File: src/hdl/nbc_pkg.sv
/*
  package for the nibble to 5b code-group converter: code-group values,
  data map, state encodings and carrier structs.
  assumes: one symbol clock, nothing outside the codec and its testbench needs these.
*/
package nbc_pkg;

  // ----------------------------------------------------------------
  // code-group values
  // ----------------------------------------------------------------
  localparam logic [4:0] NBC_CG_IDLE = 5'h1f;  // /I/ 11111
  localparam logic [4:0] NBC_CG_J    = 5'h18;  // /J/ 11000
  localparam logic [4:0] NBC_CG_K    = 5'h11;  // /K/ 10001
  localparam logic [4:0] NBC_CG_T    = 5'h0d;  // /T/ 01101
  localparam logic [4:0] NBC_CG_R    = 5'h07;  // /R/ 00111
  localparam logic [4:0] NBC_CG_H    = 5'h04;  // /H/ 00100
  localparam logic [3:0] NBC_SSD_NIB = 4'h5;   // nibble for J and K

  // data nibble 0..f to code group, index = nibble
  localparam logic [4:0] NBC_DATA_MAP [16] = '{
    5'h1e, 5'h09, 5'h14, 5'h15, 5'h0a, 5'h0b, 5'h0e, 5'h0f,
    5'h12, 5'h13, 5'h16, 5'h17, 5'h1a, 5'h1b, 5'h1c, 5'h1d};

  // ----------------------------------------------------------------
  // transmit and receive states, one-hot
  // ----------------------------------------------------------------
  typedef enum logic [5:0] {
    NBC_TX_IDLE = 6'h01,
    NBC_TX_J    = 6'h02,
    NBC_TX_K    = 6'h04,
    NBC_TX_DATA = 6'h08,
    NBC_TX_T    = 6'h10,
    NBC_TX_R    = 6'h20
  } nbc_tx_state_t;

  typedef enum logic [3:0] {
    NBC_RX_IDLE  = 4'h1,
    NBC_RX_GOT_J = 4'h2,
    NBC_RX_FRAME = 4'h4,
    NBC_RX_GOT_T = 4'h8
  } nbc_rx_state_t;

  // ----------------------------------------------------------------
  // carriers
  // ----------------------------------------------------------------
  typedef struct packed {
    logic       en;
    logic       er;
    logic [3:0] nib;
  } nbc_tx_mii_t;

  typedef struct packed {
    logic       crs;
    logic       dv;
    logic       er;
    logic [3:0] nib;
  } nbc_rx_mii_t;

endpackage

File: src/hdl/nbc_decode.sv
/*
  5b code group to nibble lookup, combinational.
  assumes: caller interprets control groups itself.
*/
`timescale 1ns/1ps
module nbc_decode
  import nbc_pkg::*;
(
  input  wire logic [4:0] i_cg,
  output logic      [3:0] o_nib,
  output logic            o_is_data
);

  // ----------------------------------------------------------------
  // reverse search of the data map
  // ----------------------------------------------------------------
  always_comb
  begin
    o_nib     = 4'h0;
    o_is_data = 1'b0;
    for (int i = 0; i < 16; i++)
    begin
      if (NBC_DATA_MAP[i] == i_cg)
      begin
        o_nib     = 4'(i);
        o_is_data = 1'b1;
      end
    end
  end

endmodule

File: src/hdl/nbc_codec.sv
/*
  4b/5b transmit encoder and 5b/4b receive decoder with bypass.
  assumes: tx nibbles and rx code groups arrive already aligned,
  one per i_core_clk; scrambling and serialising happen elsewhere.
*/
`timescale 1ns/1ps

// Overview of operation
// - each tx nibble becomes one code group
// - nibbles 0-7 use the fixed code map
// - nibbles 8-f use the fixed code map
// - no non-data group but H is sent for data
// - idle 11111 sent after end, decoded idle
// - enable rise sends J K, fall T R
// - tx error sends H instead of data
// - J raises carrier only after idle
// - K decodes 0101 only after J
// - T followed by R drops carrier
// - R after T drops carrier, else error
// - invalid groups flag error during valid
// - bypass passes nibble, fifth bit is error
// - J K raises valid, T R or idles drop
module nbc_codec
  import nbc_pkg::*;
(
  input  wire logic        i_core_clk,
  input  wire logic        i_rst,
  input  wire logic        i_encode_en,   // high = code, low = bypass
  input  wire nbc_tx_mii_t i_tx,          // nibble stream from mac
  output logic       [4:0] o_tx_cg,       // code group toward scrambler
  input  wire logic  [4:0] i_rx_cg,       // aligned code group from line
  output nbc_rx_mii_t      o_rx           // nibble stream to mac
);

  // ----------------------------------------------------------------
  // transmit state
  // ----------------------------------------------------------------
  nbc_tx_state_t tx_state_r, tx_state_nxt;  // sequence position
  logic [4:0]    tx_cg_r,    tx_cg_nxt;     // registered output group

  // data code lookup, used once below
  function automatic logic [4:0] nbc_enc(input logic [3:0] nib, input logic er);
    nbc_enc = er ? NBC_CG_H : NBC_DATA_MAP[nib];
  endfunction

  // next transmit group; the first data nibble coincides with J, so the
  // mac preamble nibbles under J K are consumed and replaced (as in phys)
  always_comb
  begin
    tx_state_nxt = tx_state_r;
    tx_cg_nxt    = NBC_CG_IDLE;
    if (!i_encode_en)
    begin
      tx_cg_nxt    = {i_tx.er, i_tx.nib};
      tx_state_nxt = i_tx.en ? NBC_TX_DATA : NBC_TX_IDLE;
    end
    else
    begin
      case (tx_state_r)
        NBC_TX_IDLE:
        begin
          if (i_tx.en)
          begin
            tx_cg_nxt    = NBC_CG_J;
            tx_state_nxt = NBC_TX_J;
          end
        end
        NBC_TX_J:
        begin
          tx_cg_nxt    = NBC_CG_K;
          tx_state_nxt = i_tx.en ? NBC_TX_K : NBC_TX_T;
        end
        NBC_TX_K, NBC_TX_DATA:
        begin
          if (i_tx.en)
          begin
            tx_cg_nxt    = nbc_enc(i_tx.nib, i_tx.er);
            tx_state_nxt = NBC_TX_DATA;
          end
          else
          begin
            tx_cg_nxt    = NBC_CG_T;
            tx_state_nxt = NBC_TX_T;
          end
        end
        NBC_TX_T:
        begin
          tx_cg_nxt    = NBC_CG_R;
          tx_state_nxt = NBC_TX_R;
        end
        NBC_TX_R:
        begin
          // idle until enable rises again; a new frame may start at once
          tx_cg_nxt    = i_tx.en ? NBC_CG_J : NBC_CG_IDLE;
          tx_state_nxt = i_tx.en ? NBC_TX_J : NBC_TX_IDLE;
        end
        default:
        begin
          tx_state_nxt = NBC_TX_IDLE;
        end
      endcase
    end
  end

  // transmit registers; reset gives idle groups at once
  always_ff @(posedge i_core_clk or posedge i_rst)
  begin
    if (i_rst)
    begin
      tx_state_r <= NBC_TX_IDLE;
      tx_cg_r    <= NBC_CG_IDLE;
    end
    else
    begin
      tx_state_r <= tx_state_nxt;
      tx_cg_r    <= tx_cg_nxt;
    end
  end

  assign o_tx_cg = tx_cg_r;

  // ----------------------------------------------------------------
  // receive decode
  // ----------------------------------------------------------------
  logic [3:0]    dec_nib;      // looked-up data nibble
  logic          dec_is_data;  // group is one of the sixteen data groups
  nbc_rx_state_t rx_state_r, rx_state_nxt;
  nbc_rx_mii_t   rx_r,       rx_nxt;
  logic          idle_seen_r, idle_seen_nxt;  // previous group was idle

  nbc_decode u_dec (
    .i_cg      (i_rx_cg),
    .o_nib     (dec_nib),
    .o_is_data (dec_is_data)
  );

  // next receive outputs; while coding, control groups never reach the data lanes
  always_comb
  begin
    rx_state_nxt  = rx_state_r;
    rx_nxt        = '0;
    idle_seen_nxt = (i_rx_cg == NBC_CG_IDLE);
    if (!i_encode_en)
    begin
      // bypass: raw low four bits with the mac framing left to tx
      rx_nxt.nib   = i_rx_cg[3:0];
      rx_nxt.er    = i_rx_cg[4];
      rx_state_nxt = NBC_RX_IDLE;
    end
    else
    begin
      case (rx_state_r)
        NBC_RX_IDLE:
        begin
          if (i_rx_cg == NBC_CG_J && idle_seen_r)
          begin
            rx_state_nxt = NBC_RX_GOT_J;
            rx_nxt.crs   = 1'b1;
          end
          else if (i_rx_cg == NBC_CG_K || i_rx_cg == NBC_CG_T || i_rx_cg == NBC_CG_R ||
                   (i_rx_cg == NBC_CG_J && !idle_seen_r))
          begin
            rx_nxt.er = 1'b1;
          end
        end
        NBC_RX_GOT_J:
        begin
          if (i_rx_cg == NBC_CG_K)
          begin
            // the J K pair goes out as one 0101 preamble nibble with valid
            rx_state_nxt = NBC_RX_FRAME;
            rx_nxt.dv    = 1'b1;
            rx_nxt.crs   = 1'b1;
            rx_nxt.nib   = NBC_SSD_NIB;
          end
          else
          begin
            rx_state_nxt = NBC_RX_IDLE;  // false start
            rx_nxt.er    = 1'b1;
          end
        end
        NBC_RX_FRAME:
        begin
          rx_nxt.crs = 1'b1;
          rx_nxt.dv  = 1'b1;
          if (dec_is_data)
          begin
            rx_nxt.nib = dec_nib;
          end
          else if (i_rx_cg == NBC_CG_T)
          begin
            rx_state_nxt = NBC_RX_GOT_T;  // wait for R before dropping
            rx_nxt.dv    = 1'b0;
          end
          else if (i_rx_cg == NBC_CG_IDLE && idle_seen_r)
          begin
            rx_state_nxt = NBC_RX_IDLE;
            rx_nxt       = '0;
          end
          else
          begin
            rx_nxt.er = 1'b1;
          end
        end
        NBC_RX_GOT_T:
        begin
          rx_state_nxt = NBC_RX_IDLE;
          if (i_rx_cg != NBC_CG_R)
          begin
            rx_nxt.er = 1'b1;
          end
          // otherwise carrier falls cleanly; valid already fell on T
        end
        default:
        begin
          rx_state_nxt = NBC_RX_IDLE;
        end
      endcase
    end
  end

  // receive registers; outputs idle after reset
  always_ff @(posedge i_core_clk or posedge i_rst)
  begin
    if (i_rst)
    begin
      rx_state_r  <= NBC_RX_IDLE;
      rx_r        <= '0;
      idle_seen_r <= 1'b0;
    end
    else
    begin
      rx_state_r  <= rx_state_nxt;
      rx_r        <= rx_nxt;
      idle_seen_r <= idle_seen_nxt;
    end
  end

  assign o_rx = rx_r;

endmodule

File: config.mk
export PLATFORM = sky130hd
export DESIGN_NAME = nbc_codec
export DESIGN_NICKNAME = d
export VERILOG_FILES = /design/src/hdl/nbc_pkg.sv /design/src/hdl/nbc_decode.sv /design/src/hdl/nbc_codec.sv
export SDC_FILE = /design/constraint.sdc
export NUM_CORES = 1
export LEC_CHECK = 0
export BUFFER_PORTS_ARGS = -buffer_cell sky130_fd_sc_hd__clkbuf_2
export CAP_MARGIN = 40
export CORE_MARGIN = 10
export CORE_UTILIZATION = 45
export CTS_BUF_LIST = sky130_fd_sc_hd__clkbuf_8
export DETAILED_ROUTE_END_ITERATION = 10
export HOLD_SLACK_MARGIN = 0.03
export PLACE_DENSITY = 0.69
export SLEW_MARGIN = 0
export SYNTH_ARGS = -nofsm -noshare
export SYNTH_HDL_FRONTEND = slang
export SYNTH_HIERARCHICAL = 1
export SYNTH_SLANG_ARGS = --single-unit
File: constraint.sdc
create_clock -name i_core_clk -period 1.5 [get_ports i_core_clk]
set_input_delay 0.225 -clock i_core_clk [delete_from_list [all_inputs] [get_ports i_core_clk]]
set_output_delay 0.225 -clock i_core_clk [all_outputs]
set_load 0.01 [all_outputs]
==> impl_metrics.csv, run 1 <==
group,metric,value,unit
worst_setup_path,crit_chain,"buf_6, nor4b_4, a211oi_2, o311ai_4, a32oi_1",
cells_and_area,synthToLayoutAreaGrowth,34.6,%
cells_and_area,final_common_cell,"clkbuf_2",
cts,numCtsBuffers,3,
synth,ys_seq_area_share,41.4,%
synth,yosys_warnings,6,
placed_design,hpwl,2670,µm
cells_and_area,n_fill_cell,267,
power_and_ir_drop,power.density,787,nW/µm²
synth,synth_seq_cells,23,
cells_and_area,diodes,0,
die,die_w,76.0,µm
cells_and_area,design_area,1900,µm²
synth,synthDistinctLibCells,48,
timing,fin_worst_skew,0.00585,ns
job,drv_cap,0,
global_routing,grt_pass1_wl,5690,µm
cts,clkLatencyLatePin,0.26,ns
synth,synth_nets,165,
cts,cts_buffer_depth,2,
worst_setup_path,crit_family,"compound AO/OA/AOI/OAI gates",
worst_setup_path,critPathRequiredTime,1.67,ns
detailed_routing,drc,0,
die,coreArea,3030,µm²
detailed_routing,ant_nets,0,
status,status,"finished, violations left",
timing,final_max_slew_viol_count,0,
worst_setup_path,cp_max_fo,6,
cells_and_area,area.sequential,591,µm²
detailed_routing,drtIter0Drc,51,
synth,synth_top_flop_cell,"dfrtp_1",
placed_design,place.gp.congestion,0.897,
worst_setup_path,end_kind,"flop",
timing,report.final.setup_viol,1,
detailed_routing,viasPerCell,5.62,
worst_setup_path,timing.rr.start,"tx_state_r[3]",
cells_and_area,post-route-util,62.8,%
detailed_routing,dr.pass1.iters,4,
global_routing,antenna_found_initial,0,
synth,synth_edf_count,0,
worst_setup_path,cp-startpoint,"tx_state_r[3]",
worst_setup_path,slowest_delay,0.49,ns
status,violations,"setup timing",
worst_setup_path,reg2reg_slack,-0.02,ns
worst_setup_path,cp.arrival,1.70,ns
timing,fin_crit_sh,101,%
synth,synthesis.area,1410,µm²
global_routing,grt_remaining_overflow,0,
placed_design,port_buffers,25,
cells_and_area,mostFrequentLayoutCells,"26 x clkbuf_2, 19 x buf_4, 14 x nor2_1",
global_routing,grtUsageTotal,11.3,%
die,fp.dieH,76.0,µm
power_and_ir_drop,leakage,0.830,nW
placed_design,place_inst,228,
synth,synth_cells,151,
die,initial_core_util,46.7,%
global_routing,grt_max_degree,24,
timing,tns,-0.0209,ns
timing,setup_ws,-0.0209,ns
power_and_ir_drop,total_power,1.50,mW
cts,cts.sinks,23,
timing,whs,0.218,ns
timing,tightest_slew,0.333,ns
die,io_pins,26,
cts,cts_tree,"built",
detailed_routing,dr_total_vias,1344,
hold_path,min_path_type,"input pin to flop",
die,rows,20,
cells_and_area,drive_gt1_share,45.6,%
hold_path,hold_start,"i_tx[4]",
cts,clk_pin_slew_worst_paths,0.08,ns
synth,avgSynthCellArea,9.36,µm²
placed_design,place_ws,-0.0630,ns
timing,rsz0062_at_grt,"true",
worst_setup_path,crit_type,"flop to flop",
worst_setup_path,cp-start-kind,"flop",
power_and_ir_drop,vdd_drop_max,443,µV
die,die_area,5780,µm²
cells_and_area,fin_nets,210,
timing,timing.fmax,657,MHz
timing,finalHoldViolations,0,
synth,async_reset_ff_share,100,%
cells_and_area,multiInputGateArea,897,µm²
cells_and_area,final_cells,239,
timing,min_period,1.52,ns
timing,slew_headroom,77.5,%
cts,cts_max_level,1,
worst_setup_path,cp_slowest_cell,"dfrtp_2",
detailed_routing,drt_wl_total,3750,µm
cts,cts-root-buf,"clkbuf_8",
detailed_routing,wl_per_cell,15.7,µm
global_routing,grt_pass1_vias,1249,
worst_setup_path,cp.buffers_inverters,1,
placed_design,placed_area,1670,µm²
kinds of logic (layout without fill, tap and decap cells):
family / Yosys count / count (layout) / synth area share (%)
buffers and inverters: 12 / 56 / 3.72
DFF: 23 / 23 / 41.4
AOI/OAI and AO/OA: 42 / 42 / 22.5
xor gates and xnor gates: 9 / 9 / 5.58
and+or+nand+nor: 65 / 65 / 26.8
power breakdown:
part,leakage [nW],switching (mW),internal [mW]
Clock,0.0255,0.192,0.185
Sequential,0.280,0.0382,0.678
Combinational,0.524,0.211,0.191
Total,0.830,0.442,1.05
routing by layer:
layer | track usage [%] | up-vias | routed length (µm)
met5 | 0 | - | 0
met4 | 2.65 | 0 | 12
met3 | 2.83 | 2 | 156
met2 | 20.5 | 25 | 2050
met1 | 12.9 | 668 | 1530
li1 | - | 649 | -
repair_timing:
item                                    in CTS  in global routing
hold buffers                                 1                  0
pin swaps                                    1                 11
endpoints found under the setup margin       7                 13
setup buffers                                0                  6
endpoints found under the hold margin       16                  0
gates resized for setup                     10                 19
Yosys cell counts, types with 2 or more instances:
library cell | instances | area share, %
a211oi_1 | 2 | 1.1
a21boi_0 | 2 | 1.1
a21oi_1 | 7 | 2.5
a221o_1 | 2 | 1.4
a22o_1 | 2 | 1.2
a31o_2 | 2 | 1.2
a31oi_1 | 3 | 1.3
and2_1 | 3 | 1.3
buf_2 | 6 | 2.1
dfrtp_1 | 16 | 28
dfstp_2 | 7 | 13
inv_1 | 4 | 1.1
nand2_1 | 11 | 2.9
nand2_2 | 2 | 0.89
nand2b_1 | 3 | 1.3
nand3_1 | 4 | 1.4
nand3b_1 | 3 | 1.6
nand4b_1 | 4 | 2.5
nor2_1 | 16 | 4.3
nor3_1 | 2 | 0.71
nor4_1 | 3 | 1.3
nor4b_1 | 3 | 1.9
o21a_1 | 3 | 1.6
o21ai_0 | 4 | 1.4
o311ai_0 | 2 | 1.2
o31ai_1 | 3 | 1.6
or2_2 | 3 | 1.3
or3_1 | 2 | 0.89
xnor2_1 | 4 | 2.5
xor2_1 | 5 | 3.1
worst reg2reg max path, cell delays in order (launching register included):
cell and delay (ns):
dfrtp_2 0.49, buf_6 0.16, nor4b_4 0.13, a211oi_2 0.27
o311ai_4 0.15, a32oi_1 0.25
sequential cells by signal, summed over array words and instances (netlist names):
name / cells
idle_seen_r: 1
o_tx_cg: 5
tx_state_r: 6
rx_state_r: 4
o_rx: 7
final timing paths:
kind / endpoint / cells past startpoint
setup / recovery: o_tx_cg[2] / 5
hold / removal: o_tx_cg[4] / 3
setup reg to reg: o_tx_cg[2] / 5
hold reg to reg: rx_state_r[1] / 2
max in group asynchronous: o_tx_cg[0] / 4
min in group asynchronous: rx_state_r[2] / 4
layout make-up:
type / instances / share of cell area (%)
multi-input cells: 116 / 47.2
inverters: 5 / 0.987
flip-flops and latches: 23 / 31.1
clock inverters: 1 / 0.263
well taps: 44 / 2.89
repair buffers: 47 / 15.5
clock buffers: 3 / 2.17
(Power assumes the default switching activity.)
==> inputs of run 2 (changes only) <==
- SKIP_LAST_GASP: not set -> 1
- clock period: 1.5 -> 1.38 ns (I/O delays scaled with it)
==> run 2 against run 1 <==
  * The flow still finishes with violations (setup timing)
  * Die area stayed put
  * Worst setup slack lost 0.14 ns
  * Cell count grew 5.4%
  * Critical path depth decreased by 1
  * Clock skew increased by 0.00058 ns
  * Critical path type unchanged
  * Critical endpoint is now o_tx_cg[4]
  * Highest routed layer unchanged
==> impl_metrics.csv, run 2 (synthesis results as in run 1) <==
group,metric,value,unit
status,status,"finished, violations left",
status,violations,"setup timing",
die,io_pins,26,
cells_and_area,n_fill_cell,240,
worst_setup_path,endpoint,"o_tx_cg[4]",
placed_design,place.gp.congestion,0.847,
cts,cts-root-buf,"clkbuf_8",
cells_and_area,area.sequential,592,µm²
worst_setup_path,cp_slowest_cell,"dfrtp_2",
cts,clk_pin_slew_worst_paths,0.08,ns
global_routing,grt_pass1_wl,6660,µm
timing,finalHoldViolations,0,
placed_design,hpwl,2760,µm
cts,cts_max_level,1,
power_and_ir_drop,vdd_drop_max,422,µV
cts,cts.sinks,23,
cells_and_area,final_common_cell,"buf_4",
worst_setup_path,reg2reg_slack,-0.16,ns
detailed_routing,wl_per_cell,15.8,µm
cells_and_area,multiInputGateArea,941,µm²
detailed_routing,ant_nets,0,
worst_setup_path,crit_type,"flop to flop",
worst_setup_path,cp-start-kind,"flop",
global_routing,grt_pass1_vias,1442,
worst_setup_path,cp-startpoint,"tx_state_r[3]",
cts,clkLatencyLatePin,0.26,ns
cells_and_area,mostFrequentLayoutCells,"32 x buf_4, 25 x clkbuf_2, 11 x nor2_1",
die,die_area,5780,µm²
timing,setup_ws,-0.164,ns
cts,cts_tree,"built",
worst_setup_path,cp.depth,4,
detailed_routing,drt_wl_total,3970,µm
cells_and_area,synthToLayoutAreaGrowth,45.2,%
worst_setup_path,crit_family,"simple AND/OR/NAND/NOR gates",
job,drv_cap,0,
cells_and_area,drive_gt1_share,51.0,%
power_and_ir_drop,power.density,816,nW/µm²
timing,slew_headroom,75.6,%
hold_path,min_path_type,"input pin to flop",
cells_and_area,diodes,0,
timing,rsz0062_at_grt,"true",
global_routing,grtUsageTotal,13.5,%
timing,fin_worst_skew,0.00644,ns
global_routing,grt_remaining_overflow,0,
power_and_ir_drop,leakage,0.894,nW
global_routing,antenna_found_initial,0,
worst_setup_path,cp.arrival,1.74,ns
worst_setup_path,slowest_delay,0.50,ns
cells_and_area,fin_nets,223,
cts,cts_buffer_depth,2,
worst_setup_path,end_kind,"flop",
worst_setup_path,crit_chain,"nor4_4, nand3b_1, o31ai_1, a2bb2oi_1",
worst_setup_path,critPathRequiredTime,1.57,ns
worst_setup_path,cp_max_fo,8,
timing,whs,0.197,ns
worst_setup_path,cp.buffers_inverters,0,
die,rows,20,
timing,report.final.setup_viol,12,
worst_setup_path,reg2reg_depth,4,
placed_design,place_ws,-0.240,ns
placed_design,port_buffers,25,
detailed_routing,drtIter0Drc,114,
die,coreArea,3030,µm²
timing,final_max_slew_viol_count,0,
timing,timing.fmax,648,MHz
global_routing,grt_max_degree,24,
detailed_routing,viasPerCell,5.51,
worst_setup_path,r2r_end,"o_tx_cg[4]",
detailed_routing,dr_total_vias,1388,
detailed_routing,drc,0,
detailed_routing,dr.pass1.iters,7,
cells_and_area,largest_register_ffs,7,
timing,fin_crit_sh,112,%
timing,tightest_slew,0.360,ns
die,fp.dieH,76.0,µm
worst_setup_path,timing.rr.start,"tx_state_r[3]",
die,die_w,76.0,µm
cts,numCtsBuffers,3,
timing,min_period,1.54,ns
die,initial_core_util,46.7,%
-- run 2: cell count changes in the layout (fill, tap and decap cells not counted), sizes merged --
cell,delta
buf,+14
clkbuf,-1
-- run 2: per-stage QoR --
step / total power [mW] / cell area, µm² / util (%) / setup TNS (ns) / cells
floorplan: 1.02 / 1460 / - / -0.0423 / 151
global placement: 1.18 / 1780 / 58.7 / -1.24 / 238
detailed placement: 1.19 / 1780 / 58.7 / -1.76 / 238
CTS: 1.66 / 1970 / 64.9 / -0.543 / 250
global route: 1.76 / 2050 / 67.7 / -1.57 / 252
finish: 1.67 / 2050 / 67.7 / -0.959 / 252
-- run 2: area by class of cell --
class / instances / area share (%)
well taps: 44 / 2.68
flip-flops and latches: 23 / 28.9
inverters: 5 / 0.915
clock buffers: 3 / 2.01
clock inverters: 1 / 0.244
repair buffers: 60 / 19.4
multi-input cells: 116 / 45.9
-- run 2: how the worst min path moves through the flow --
stage             from       endpoint  depth (start not counted)
2_1_floorplan    i_rst    idle_seen_r                          1
3_3_place_gp     i_rst  tx_state_r[2]                          3
3_5_place_dp     i_rst        o_rx[3]                          3
4_1_cts        i_tx[0]     o_tx_cg[0]                          3
5_1_grt        i_tx[0]     o_tx_cg[0]                          3
6_report       i_tx[2]     o_tx_cg[2]                          3
-- run 2: where the power goes --
group / switching [mW] / internal, mW
logic: 0.238 / 0.241
registers: 0.0412 / 0.737
clock network: 0.214 / 0.201
-- run 2: tightest hold or removal path, cell delays in order --
cell and delay (ns):
clkbuf_2 0.11, inv_1 0.08, a32oi_1 0.06
-- run 2: layer usage --
layer | global-route usage, % | share of wire (%)
met5 | 0 | 0
met4 | 5.68 | 1.0
met3 | 2.36 | 3.6
met2 | 23.6 | 51
met1 | 15.8 | 44
-- run 2: timing repair --
item                                    4_1_cts  5_1_grt
hold buffers                                  1        0
endpoints found under the hold margin        16        0
endpoints found under the setup margin       13       18
setup buffers                                 8        4
pin swaps                                    14        9
gates resized for setup                      21       20
